==> src/design/ccdr_pkg.sv <==
/*
 * Package for the CCD clock-pattern controller: readout modes, vertical
 * drive levels, timing figures and their cycle counts, line and pixel counts.
 * Assumes a 100 MHz system clock; all cycle counts are derived from that rate.
 */
package ccdr_pkg;

   // Readout mode, chosen per frame
   typedef enum logic [1:0] {
      CCDR_QUAD    = 2'h0,  // Four outputs a, b, c, d
      CCDR_DUAL_AB = 2'h1,  // Outputs a and b
      CCDR_DUAL_AC = 2'h2,  // Outputs a and c
      CCDR_SINGLE  = 2'h3   // Output a only
   } ccdr_mode_t;

   // Vertical pin drive level code for the analog drivers
   typedef enum logic [1:0] {
      CCDR_LVL_LOW  = 2'h0,  // Low level of any phase
      CCDR_LVL_MID  = 2'h1,  // 0 V: high of phases 2-4, mid of phase one
      CCDR_LVL_HIGH = 2'h2   // Third level, phase one only
   } ccdr_lvl_t;

   localparam int CLK_MHZ     = 100;   // System clock rate
   localparam int T_PD_NS     = 1000;  // Photodiode transfer, least
   localparam int T_VSTEP_NS  = 2000;  // One vertical step, least
   localparam int T_HDLY_NS   = 200;   // Vertical to horizontal delay, least
   localparam int T_SUB_NS    = 1000;  // Substrate shutter pulse, least
   localparam int T_PIXPH_NS  = 25;    // Horizontal phase high time, least

   // Least time in ns to whole cycles, rounded up, never below one
   function automatic int ns2cyc(input int ns);
      int c;
      c = (ns * CLK_MHZ + 999) / 1000;
      return (c < 1) ? 1 : c;
   endfunction

   localparam int PD_CYC    = ns2cyc(T_PD_NS);     // Phase one third level
   localparam int VSTEP_CYC = ns2cyc(T_VSTEP_NS);  // Per vertical step
   localparam int HDLY_CYC  = ns2cyc(T_HDLY_NS);   // Before first pixel
   localparam int SUB_CYC   = ns2cyc(T_SUB_NS);    // Shutter pulse width
   localparam int PIX_HALF  = ns2cyc(T_PIXPH_NS);  // Cycles of each half pixel
   localparam int PIX_CYC   = 2 * PIX_HALF;        // Cycles per pixel

   localparam int LINES_HALF = 632;   // Final-line count, half height
   localparam int LINES_FULL = 1264;  // Final-line count, full height
   localparam int PIXS_HALF  = 853;   // Pixel count, half width
   localparam int PIXS_FULL  = 1706;  // Pixel count, full width

   localparam logic [1:0] VSTEP_REST = 2'h3;  // Rest: phases four and one high
   localparam logic [1:0] VSTEP_XFER = 2'h0;  // Step where phase one falls next

   // Modes that read the full column height through the bottom outputs
   function automatic logic full_height(input ccdr_mode_t m);
      return (m == CCDR_DUAL_AB) || (m == CCDR_SINGLE);
   endfunction

   // Modes that read the full row width through one register
   function automatic logic full_width(input ccdr_mode_t m);
      return (m == CCDR_DUAL_AC) || (m == CCDR_SINGLE);
   endfunction

endpackage

==> src/design/ccdr_hline_if.sv <==
/*
 * Carrier between the frame sequencer and the horizontal line generator.
 * Assumes both ends run on the same clock.
 */
`timescale 1ns/10ps
`default_nettype none
interface ccdr_hline_if #(parameter int PIX_W = 11);
   logic             start;  // One-cycle pulse: read one row
   logic [PIX_W-1:0] npix;   // Pixels in the row
   logic             done;   // One-cycle pulse: row finished
   logic             p5;     // Storage phase one pattern
   logic             p6;     // Storage phase two pattern
   logic             p7;     // Reset gate pattern

   modport ctrl (output start, npix, input done, p5, p6, p7);
   modport gen  (input start, npix, output done, p5, p6, p7);
endinterface
`default_nettype wire

==> src/design/ccdr_hline.sv <==
/*
 * Horizontal line generator: produces the pixel patterns for one row.
 * Assumes start arrives only while no row is running.
 */
`timescale 1ns/10ps
`default_nettype none
module ccdr_hline
   import ccdr_pkg::*;
#(
   parameter int PIX_W = 11  // Width of the pixel counter
)(
   input  wire logic  clk,   // System clock
   input  wire logic  rstn,  // Synchronous reset, active low
   ccdr_hline_if.gen  hl     // Row request and patterns
);

   logic [PIX_W-1:0] pix_ff;   // Pixel index within the row
   logic [7:0]       ph_ff;    // Cycle within the pixel
   logic             busy_ff;  // Row in progress
   logic             done_ff;  // Row finished pulse

   wire last_ph = (ph_ff == 8'(PIX_CYC - 1));
   wire last_px = (pix_ff == hl.npix - PIX_W'(1));

   // Row and pixel counters
   always_ff @(posedge clk) begin
      if (!rstn) begin
         pix_ff  <= '0;
         ph_ff   <= 8'h00;
         busy_ff <= 1'b0;
         done_ff <= 1'b0;
      end else begin
         done_ff <= 1'b0;
         if (hl.start && !busy_ff) begin
            // Begin the row at pixel zero
            busy_ff <= 1'b1;
            pix_ff  <= '0;
            ph_ff   <= 8'h00;
         end else if (busy_ff && last_ph) begin
            ph_ff <= 8'h00;
            if (last_px) begin
               // Parking drops phase two: last pixel leaves
               busy_ff <= 1'b0;
               done_ff <= 1'b1;
            end else begin
               pix_ff <= pix_ff + PIX_W'(1);
            end
         end else if (busy_ff) begin
            ph_ff <= ph_ff + 8'h01;
         end
      end
   end

   // Patterns: phase one high first half, phase two second half
   assign hl.p5   = busy_ff ? (ph_ff < 8'(PIX_HALF)) : 1'b1;
   assign hl.p6   = busy_ff && (ph_ff >= 8'(PIX_HALF));
   assign hl.p7   = busy_ff && (ph_ff == 8'h00);
   assign hl.done = done_ff;

endmodule
`default_nettype wire

==> src/design/ccdr_ctrl.sv <==
/*
 * Frame sequencer driving an interline CCD: vertical phases, horizontal
 * phases of registers a-d, reset gates and the substrate shutter pulse.
 * Assumes external level shifters turn each code into pin voltages and
 * that the start, mode and exposure inputs come from logic on clk.
 */
`timescale 1ns/10ps
`default_nettype none
module ccdr_ctrl
   import ccdr_pkg::*;
#(
   parameter int LINE_W = 11,  // Width of the line counter
   parameter int PIX_W  = 11,  // Width of the pixel counter
   parameter int EXPO_W = 24   // Width of the exposure count
)(
   input  wire logic              clk,            // System clock
   input  wire logic              rstn,           // Synchronous reset, active low
   input  wire logic              frame_start,    // Pulse: begin a frame
   input  wire ccdr_mode_t        mode,           // Readout mode for next frame
   input  wire logic              shutter_en,     // Use the substrate shutter
   input  wire logic [EXPO_W-1:0] expo_cyc,       // Exposure in clock cycles
   input  wire logic              unused_clock,   // 1 clocks unused regs, 0 off
   output logic [3:0][1:0]        vert_top,       // Top phases 1-4 level codes
   output logic [3:0][1:0]        vert_bottom,    // Bottom phases 1-4 codes
   output logic [3:0]             horiz_phase1_storage,  // Registers a-d
   output logic [3:0]             horiz_phase1_barrier,  // Registers a-d
   output logic [3:0]             horiz_phase2_storage,  // Registers a-d
   output logic [3:0]             horiz_phase2_barrier,  // Registers a-d
   output logic [3:0]             horiz_last_phase,      // Registers a-d
   output logic [3:0]             reset_gate,     // Reset gates a-d
   output logic                   substrate_pulse, // Electronic shutter
   output logic                   busy,           // Frame in progress
   output logic                   frame_done      // Pulse: frame complete
);

   // Parameter checks at elaboration
   if (LINE_W < 11 || PIX_W < 11 || EXPO_W < 8) begin : g_chk
      $error("ccdr_ctrl: counter widths too small for the counts");
   end

   // Frame states, Gray coded along the usual path except ST_HREAD back to ST_VSTEP
   typedef enum logic [2:0] {
      ST_IDLE  = 3'h0,
      ST_SHUT  = 3'h1,
      ST_EXPO  = 3'h3,
      ST_XFER  = 3'h2,
      ST_VSTEP = 3'h6,
      ST_HDLY  = 3'h7,
      ST_HREAD = 3'h5,
      ST_DONE  = 3'h4
   } ccdr_state_t;

   ccdr_state_t       st_ff;        // Frame state
   ccdr_mode_t        mode_ff;      // Mode latched for the frame
   logic              unclk_ff;     // Unused-register choice, latched
   logic              shut_ff;      // Shutter choice, latched
   logic [EXPO_W-1:0] expo_ff;      // Exposure latched
   logic [EXPO_W-1:0] cnt_ff;       // Timer for the current state
   logic [1:0]        vstep_ff;     // Vertical step index
   logic [LINE_W-1:0] line_ff;      // Lines read so far
   logic              hstart_ff;    // Row request pulse

   ccdr_hline_if #(.PIX_W(PIX_W)) hl ();  // Link to the line generator

   // Number of lines and pixels for the latched mode
   wire [LINE_W-1:0] nlines = full_height(mode_ff) ? LINE_W'(LINES_FULL)
                                                   : LINE_W'(LINES_HALF);
   wire [PIX_W-1:0]  npix   = full_width(mode_ff) ? PIX_W'(PIXS_FULL)
                                                  : PIX_W'(PIXS_HALF);
   wire              cnt_end = (cnt_ff == '0);

   assign hl.start = hstart_ff;
   assign hl.npix  = npix;

   ccdr_hline #(.PIX_W(PIX_W)) u_hline (
      .clk  (clk),
      .rstn (rstn),
      .hl   (hl)
   );

   // Frame sequencer
   always_ff @(posedge clk) begin
      if (!rstn) begin
         st_ff     <= ST_IDLE;
         mode_ff   <= CCDR_QUAD;
         unclk_ff  <= 1'b1;
         shut_ff   <= 1'b0;
         expo_ff   <= '0;
         cnt_ff    <= '0;
         vstep_ff  <= VSTEP_REST;
         line_ff   <= '0;
         hstart_ff <= 1'b0;
      end else begin
         hstart_ff <= 1'b0;
         cnt_ff    <= cnt_ff - EXPO_W'(1);  // Count down unless reloaded
         case (st_ff)
            ST_IDLE: begin
               if (frame_start) begin
                  // Mode, counts and mapping fixed for the whole frame
                  mode_ff  <= mode;
                  unclk_ff <= unused_clock;
                  shut_ff  <= shutter_en;
                  expo_ff  <= expo_cyc;
                  line_ff  <= '0;
                  if (shutter_en) begin
                     st_ff  <= ST_SHUT;
                     cnt_ff <= EXPO_W'(SUB_CYC - 1);
                  end else begin
                     st_ff  <= ST_XFER;
                     cnt_ff <= EXPO_W'(PD_CYC - 1);
                  end
               end
            end
            ST_SHUT: begin
               // Substrate pulse clears photodiodes, then integrate
               if (cnt_end) begin
                  st_ff  <= ST_EXPO;
                  cnt_ff <= expo_ff;
               end
            end
            ST_EXPO: begin
               if (cnt_end) begin
                  st_ff  <= ST_XFER;
                  cnt_ff <= EXPO_W'(PD_CYC - 1);
               end
            end
            ST_XFER: begin
               // Phase one at third level moves photodiode charge
               if (cnt_end) begin
                  st_ff    <= ST_VSTEP;
                  vstep_ff <= VSTEP_REST;
                  cnt_ff   <= EXPO_W'(VSTEP_CYC - 1);
               end
            end
            ST_VSTEP: begin
               // Four steps shift one line; phase one falls on the third
               if (cnt_end) begin
                  vstep_ff <= vstep_ff + 2'h1;
                  if (vstep_ff == 2'h2) begin
                     st_ff  <= ST_HDLY;
                     cnt_ff <= EXPO_W'(HDLY_CYC - 1);
                  end else begin
                     cnt_ff <= EXPO_W'(VSTEP_CYC - 1);
                  end
               end
            end
            ST_HDLY: begin
               if (cnt_end) begin
                  st_ff     <= ST_HREAD;
                  hstart_ff <= 1'b1;
               end
            end
            ST_HREAD: begin
               // Wait for the row; dummy row needs no extra line
               if (hl.done) begin
                  if (line_ff == nlines - LINE_W'(1)) begin
                     st_ff <= ST_DONE;
                  end else begin
                     st_ff   <= ST_VSTEP;
                     line_ff <= line_ff + LINE_W'(1);
                     cnt_ff  <= EXPO_W'(VSTEP_CYC - 1);
                  end
               end
            end
            ST_DONE: begin
               st_ff <= ST_IDLE;
            end
            default: begin
               st_ff <= ST_IDLE;
            end
         endcase
      end
   end

   // Vertical level of phase k; neighbours high, one edge per change
   function automatic logic [1:0] vlevel(input int k, input logic [1:0] step,
                                         input logic pd);
      logic [1:0] kk;
      kk = 2'(k);
      if (pd) begin
         return (kk == 2'h0) ? CCDR_LVL_HIGH : CCDR_LVL_LOW;
      end
      return (kk == step || kk == step + 2'h1) ? CCDR_LVL_MID : CCDR_LVL_LOW;
   endfunction

   // Register b and d swap barriers when charge flows toward a or c
   function automatic logic swap_bar(input ccdr_mode_t m, input int r);
      return full_width(m) && (r == 1 || r == 3);
   endfunction

   // Whole register unused in this mode
   function automatic logic reg_idle(input ccdr_mode_t m, input int r);
      return (r >= 2) && full_height(m);
   endfunction

   // Reset gate unused in this mode
   function automatic logic rst_idle(input ccdr_mode_t m, input int r);
      return reg_idle(m, r) || swap_bar(m, r);
   endfunction

   // Vertical pin outputs
   always_ff @(posedge clk) begin
      if (!rstn) begin
         for (int k = 0; k < 4; k++) begin
            vert_top[k]    <= vlevel(k, VSTEP_REST, 1'b0);
            vert_bottom[k] <= vlevel(k, VSTEP_REST, 1'b0);
         end
      end else begin
         for (int k = 0; k < 4; k++) begin
            // All phases update on one edge, rise meets fall
            vert_bottom[k] <= vlevel(k, vstep_ff, st_ff == ST_XFER);
            if (full_height(mode_ff)) begin
               vert_top[k] <= vlevel((4 - k) % 4, vstep_ff,
                                     st_ff == ST_XFER);
            end else begin
               vert_top[k] <= vlevel(k, vstep_ff, st_ff == ST_XFER);
            end
         end
      end
   end

   // Horizontal and reset outputs per register a-d
   always_ff @(posedge clk) begin
      if (!rstn) begin
         horiz_phase1_storage <= 4'hF;
         horiz_phase1_barrier <= 4'hF;
         horiz_phase2_storage <= 4'h0;
         horiz_phase2_barrier <= 4'h0;
         horiz_last_phase     <= 4'h0;
         reset_gate           <= 4'h0;
      end else begin
         for (int r = 0; r < 4; r++) begin
            if (reg_idle(mode_ff, r) && !unclk_ff) begin
               // Off level holds the whole register
               horiz_phase1_storage[r] <= 1'b1;
               horiz_phase1_barrier[r] <= 1'b1;
               horiz_phase2_storage[r] <= 1'b1;
               horiz_phase2_barrier[r] <= 1'b1;
               horiz_last_phase[r]     <= 1'b1;
            end else begin
               horiz_phase1_storage[r] <= hl.p5;
               horiz_phase2_storage[r] <= hl.p6;
               horiz_last_phase[r]     <= hl.p6;
               if (swap_bar(mode_ff, r)) begin
                  horiz_phase1_barrier[r] <= hl.p6;
                  horiz_phase2_barrier[r] <= hl.p5;
               end else begin
                  horiz_phase1_barrier[r] <= hl.p5;
                  horiz_phase2_barrier[r] <= hl.p6;
               end
            end
            // Unused reset gate: off level or full clock
            if (rst_idle(mode_ff, r) && !unclk_ff) begin
               reset_gate[r] <= 1'b1;
            end else begin
               reset_gate[r] <= hl.p7;
            end
         end
      end
   end

   // Status and substrate outputs
   always_ff @(posedge clk) begin
      if (!rstn) begin
         substrate_pulse <= 1'b0;
         busy            <= 1'b0;
         frame_done      <= 1'b0;
      end else begin
         substrate_pulse <= (st_ff == ST_SHUT) && shut_ff;
         busy            <= (st_ff != ST_IDLE);
         frame_done      <= (st_ff == ST_DONE);
      end
   end

endmodule
`default_nettype wire

==> config.mk <==
export PLATFORM = sky130hd
export DESIGN_NAME = ccdr_ctrl
export DESIGN_NICKNAME = d
export VERILOG_FILES = /design/src/design/ccdr_pkg.sv /design/src/design/ccdr_hline_if.sv /design/src/design/ccdr_hline.sv /design/src/design/ccdr_ctrl.sv
export SDC_FILE = /design/constraint.sdc
export NUM_CORES = 1
export LEC_CHECK = 0
export BUFFER_PORTS_ARGS = -buffer_cell sky130_fd_sc_hd__buf_4
export CAP_MARGIN = 0
export CORE_ASPECT_RATIO = 1.75
export CORE_MARGIN = 2
export CORE_UTILIZATION = 60
export CTS_CLUSTER_DIAMETER = 120
export DETAILED_ROUTE_END_ITERATION = 6
export PLACE_DENSITY_LB_ADDON = 0.25
export SYNTH_ARGS = -nofsm -noshare
export SYNTH_HDL_FRONTEND = slang
export SYNTH_SLANG_ARGS = --single-unit
export TNS_END_PERCENT = 5
==> constraint.sdc <==
create_clock -name clk -period 5.7 [get_ports clk]
set_input_delay 0.57 -clock clk [delete_from_list [all_inputs] [get_ports clk]]
set_output_delay 0.57 -clock clk [all_outputs]
set_load 0.05 [all_outputs]
==> metrics.txt <==
status finished clean; initial antenna violation count 0; Hold-fix buffers, CTS 0; RSZ-0062 raised after global routing false; First DRT Iteration DRCs 192; CP Data Arrival Time 3360 ps; CTS root buffer clkbuf_16; Die Ht 127 um; Antenna diodes 0; Syn Inst Count 626; syn_area_per_cell 8.24 um^2; Num CTS Buffers 17; Design Area, Final 0.00615 mm^2; TritonRoute pass-1 iters 5; total of max-cap violations 0; Post-DP Area 0.00557 mm^2; Syn-to-layout area delta 19.2%; met2 WL post-DR 7.15 mm; top_reg_cell synth dfxtp_1; crit-path cells or4_4, or4_1, or4_4, a221o_1, nand2_2, o21ai_0; register area share after synthesis 0.438; sw frac 0.371; post-CTS resize count 0; M1 wire length 4.54 mm; CTS tree done; CTS max path bufs 2; setup violators final 0; top sig layer met4; EDFF count, synth 0; CP Capture Type flip-flop; Detail Route Antenna Nets 0; crit path buf inv count 0; dpl ws 2640 ps; Fin Setup TNS 0 ps; Synth Warn # 0; Slew HR 0.413; DR WL met3 528 um; Rows 44; PwrDens 530 mW/mm^2; worst-skew pair later-pin latency 410 ps; clock skew 5.86 ps; max-slew violations 0; period utilization 0.541; FMAX 324 MHz; Seq cells post-synth 113; I/O Buffers 67; Reg clk slew, reported paths 50 ps; Die ar. 0.00939 mm^2; # DRC 0; Worst Setup Start Kind flip-flop; power share of the sequential group 0.336; worst setup margin 2610 ps; Clock Power Share 0.320; nets@finish 710; ys async rst share 0; Overflow after GRT 0; Global Route Usage Sum 0.288; hpwl dp 8.87 mm; crit path kind reg2reg; initial core utilization 0.621; CP top delay family simple AND/OR/NAND/NOR gates; GPL Wtd Cong 0.868; CP max FO 16; multi-input logic area 0.00258 mm^2; Int Pwr 2.05 mW; Vias/cell 5.67; leak pwr 2.50 nW; Peak supply drop 315 uV; total core area 0.00831 mm^2; FILL cells 616; chip width 74.1 um; WL final 12.8 mm; Post CTS Setup Buffer Count 0; largest net degree at the start of global routing 47; number of global-route vias before repair 4486; TritonCTS sink count 113; Worst-Margin Slew 879 ps; combinational share of power 0.343; Mapped Area 0.00516 mm^2; routed len/inst 16.1 um; CP peak stage delay 690 ps; Cell variety after synth 58; H-tree depth 4; Worst path most repeated cell or4_4; layout cell share with drive strength beyond 1 0.166; Psw 1.21 mW; Tmin final 3090 ps; vias 4508; FF/Latch Area 0.00226 mm^2; global-route wire length before repair 20.8 mm; Req. time, crit path 5970 ps; slowest CP cell or4_4; io pins 74; Hold Crit Class in2reg; Final Hold Fails 0
## path summary, 6_finish.rpt
| kind | start | end | slack (ps) | cells past startpoint |
|---|---|---|---|---|
| hold reg to reg | expo_ff[14] | expo_ff[14] | 460 | 2 |
| setup / recovery | cnt_ff[11] | cnt_ff[9] | 2610 | 6 |
| setup reg to reg | cnt_ff[11] | cnt_ff[9] | 2610 | 6 |
| hold / removal | unused_clock | unclk_ff | 370 | 3 |
## placed cells by master (no fill, tap or decap), types with 3 or more instances in the layout
cell type	count
a21oi_1	49
a221oi_1	4
and3_1	9
and4_1	4
buf_4	70
bufinv_16	3
clkbuf_16	17
clkinv_2	7
conb_1	6
dfxtp_1	113
ha_1	11
inv_1	14
nand2_1	107
nand2b_1	7
nand3_1	10
nand4_1	6
nor2_1	56
nor2b_1	6
nor3_1	17
nor3b_1	3
nor4_1	8
nor4b_1	3
o211ai_1	5
o21ai_0	38
o22ai_1	5
or2_2	4
or3_1	9
or4_1	5
xnor2_1	15
xor2_1	28
## layout make-up
class / instances / share of cell area
flip-flops and latches: 113 / 0.368
repair buffers: 70 / 0.0854
inverters: 15 / 0.00915
clock inverters: 12 / 0.0230
well taps: 115 / 0.0234
multi-input cells: 451 / 0.419
clock buffers: 19 / 0.0720
## layer usage
| metal | up-vias | global-route usage |
|---|---|---|
| li1 | 2207 | - |
| met1 | 2135 | 0.280 |
| met2 | 123 | 0.523 |
| met3 | 43 | 0.0826 |
| met4 | 0 | 0.157 |
| met5 | - | 0 |
## per-stage QoR
step           power (mW)  hold slack [ps]  cells   util
6_report             3.26              373    795  0.740
5_1_grt              3.42              380    795  0.740
4_1_cts              3.25              364    795  0.740
3_5_place_dp         2.20              453    764  0.670
3_3_place_gp         2.16              434    764  0.670
2_1_floorplan        1.96              425    631      -
## worst register-to-register path: cells and delay by family (launching register included)
| family | cells | cell delay [ps] |
|---|---|---|
| flip-flops | 1 | 330 |
| AO/OA/AOI/OAI | 2 | 570 |
| AND/OR/NAND/NOR | 4 | 2040 |
## flip-flops by register name, indices dropped and copies added, names as in the netlist, 3 cells and up, named ones only
| signal | count |
|---|---|
| line_ff | 11 |
| cnt_ff | 24 |
| vert_bottom | 3 |
| expo_ff | 24 |
| reset_gate | 4 |
| vert_top | 5 |
| u_hline.pix_ff | 11 |
| horiz_phase2_barrier | 4 |
| u_hline.ph_ff | 8 |
## synth_stat cells, drive strengths merged (11+ instances only)
library cell | number | area share
a21oi | 49 | 0.048
xor2 | 28 | 0.048
inv | 15 | 0.011
buf | 26 | 0.036
nand2 | 108 | 0.079
nor2 | 56 | 0.041
nor3 | 17 | 0.016
o21ai | 38 | 0.037
xnor2 | 15 | 0.025
dfxtp | 113 | 0.44
clkbuf | 26 | 0.019
ha | 11 | 0.027
## cell families after synthesis
logic type,share of synthesized area
AO/OA/AOI/OAI,0.137
flip-flops,0.438
other,0.000727
buffers and inverters,0.0655
AND/OR/NAND/NOR,0.255
multiplexers,0.00412
adder cells (fa/ha/maj),0.0267
XOR/XNOR,0.0730
## power groups by stage
stage / logic (mW) / registers (mW) / clock network [mW]
floorplan: 0.862 / 1.10 / 0
global placement: 1.07 / 1.09 / 0
detailed placement: 1.10 / 1.10 / 0
CTS: 1.11 / 1.09 / 1.05
global route: 1.22 / 1.11 / 1.09
finish: 1.12 / 1.09 / 1.04
(Power assumes the default switching activity.)
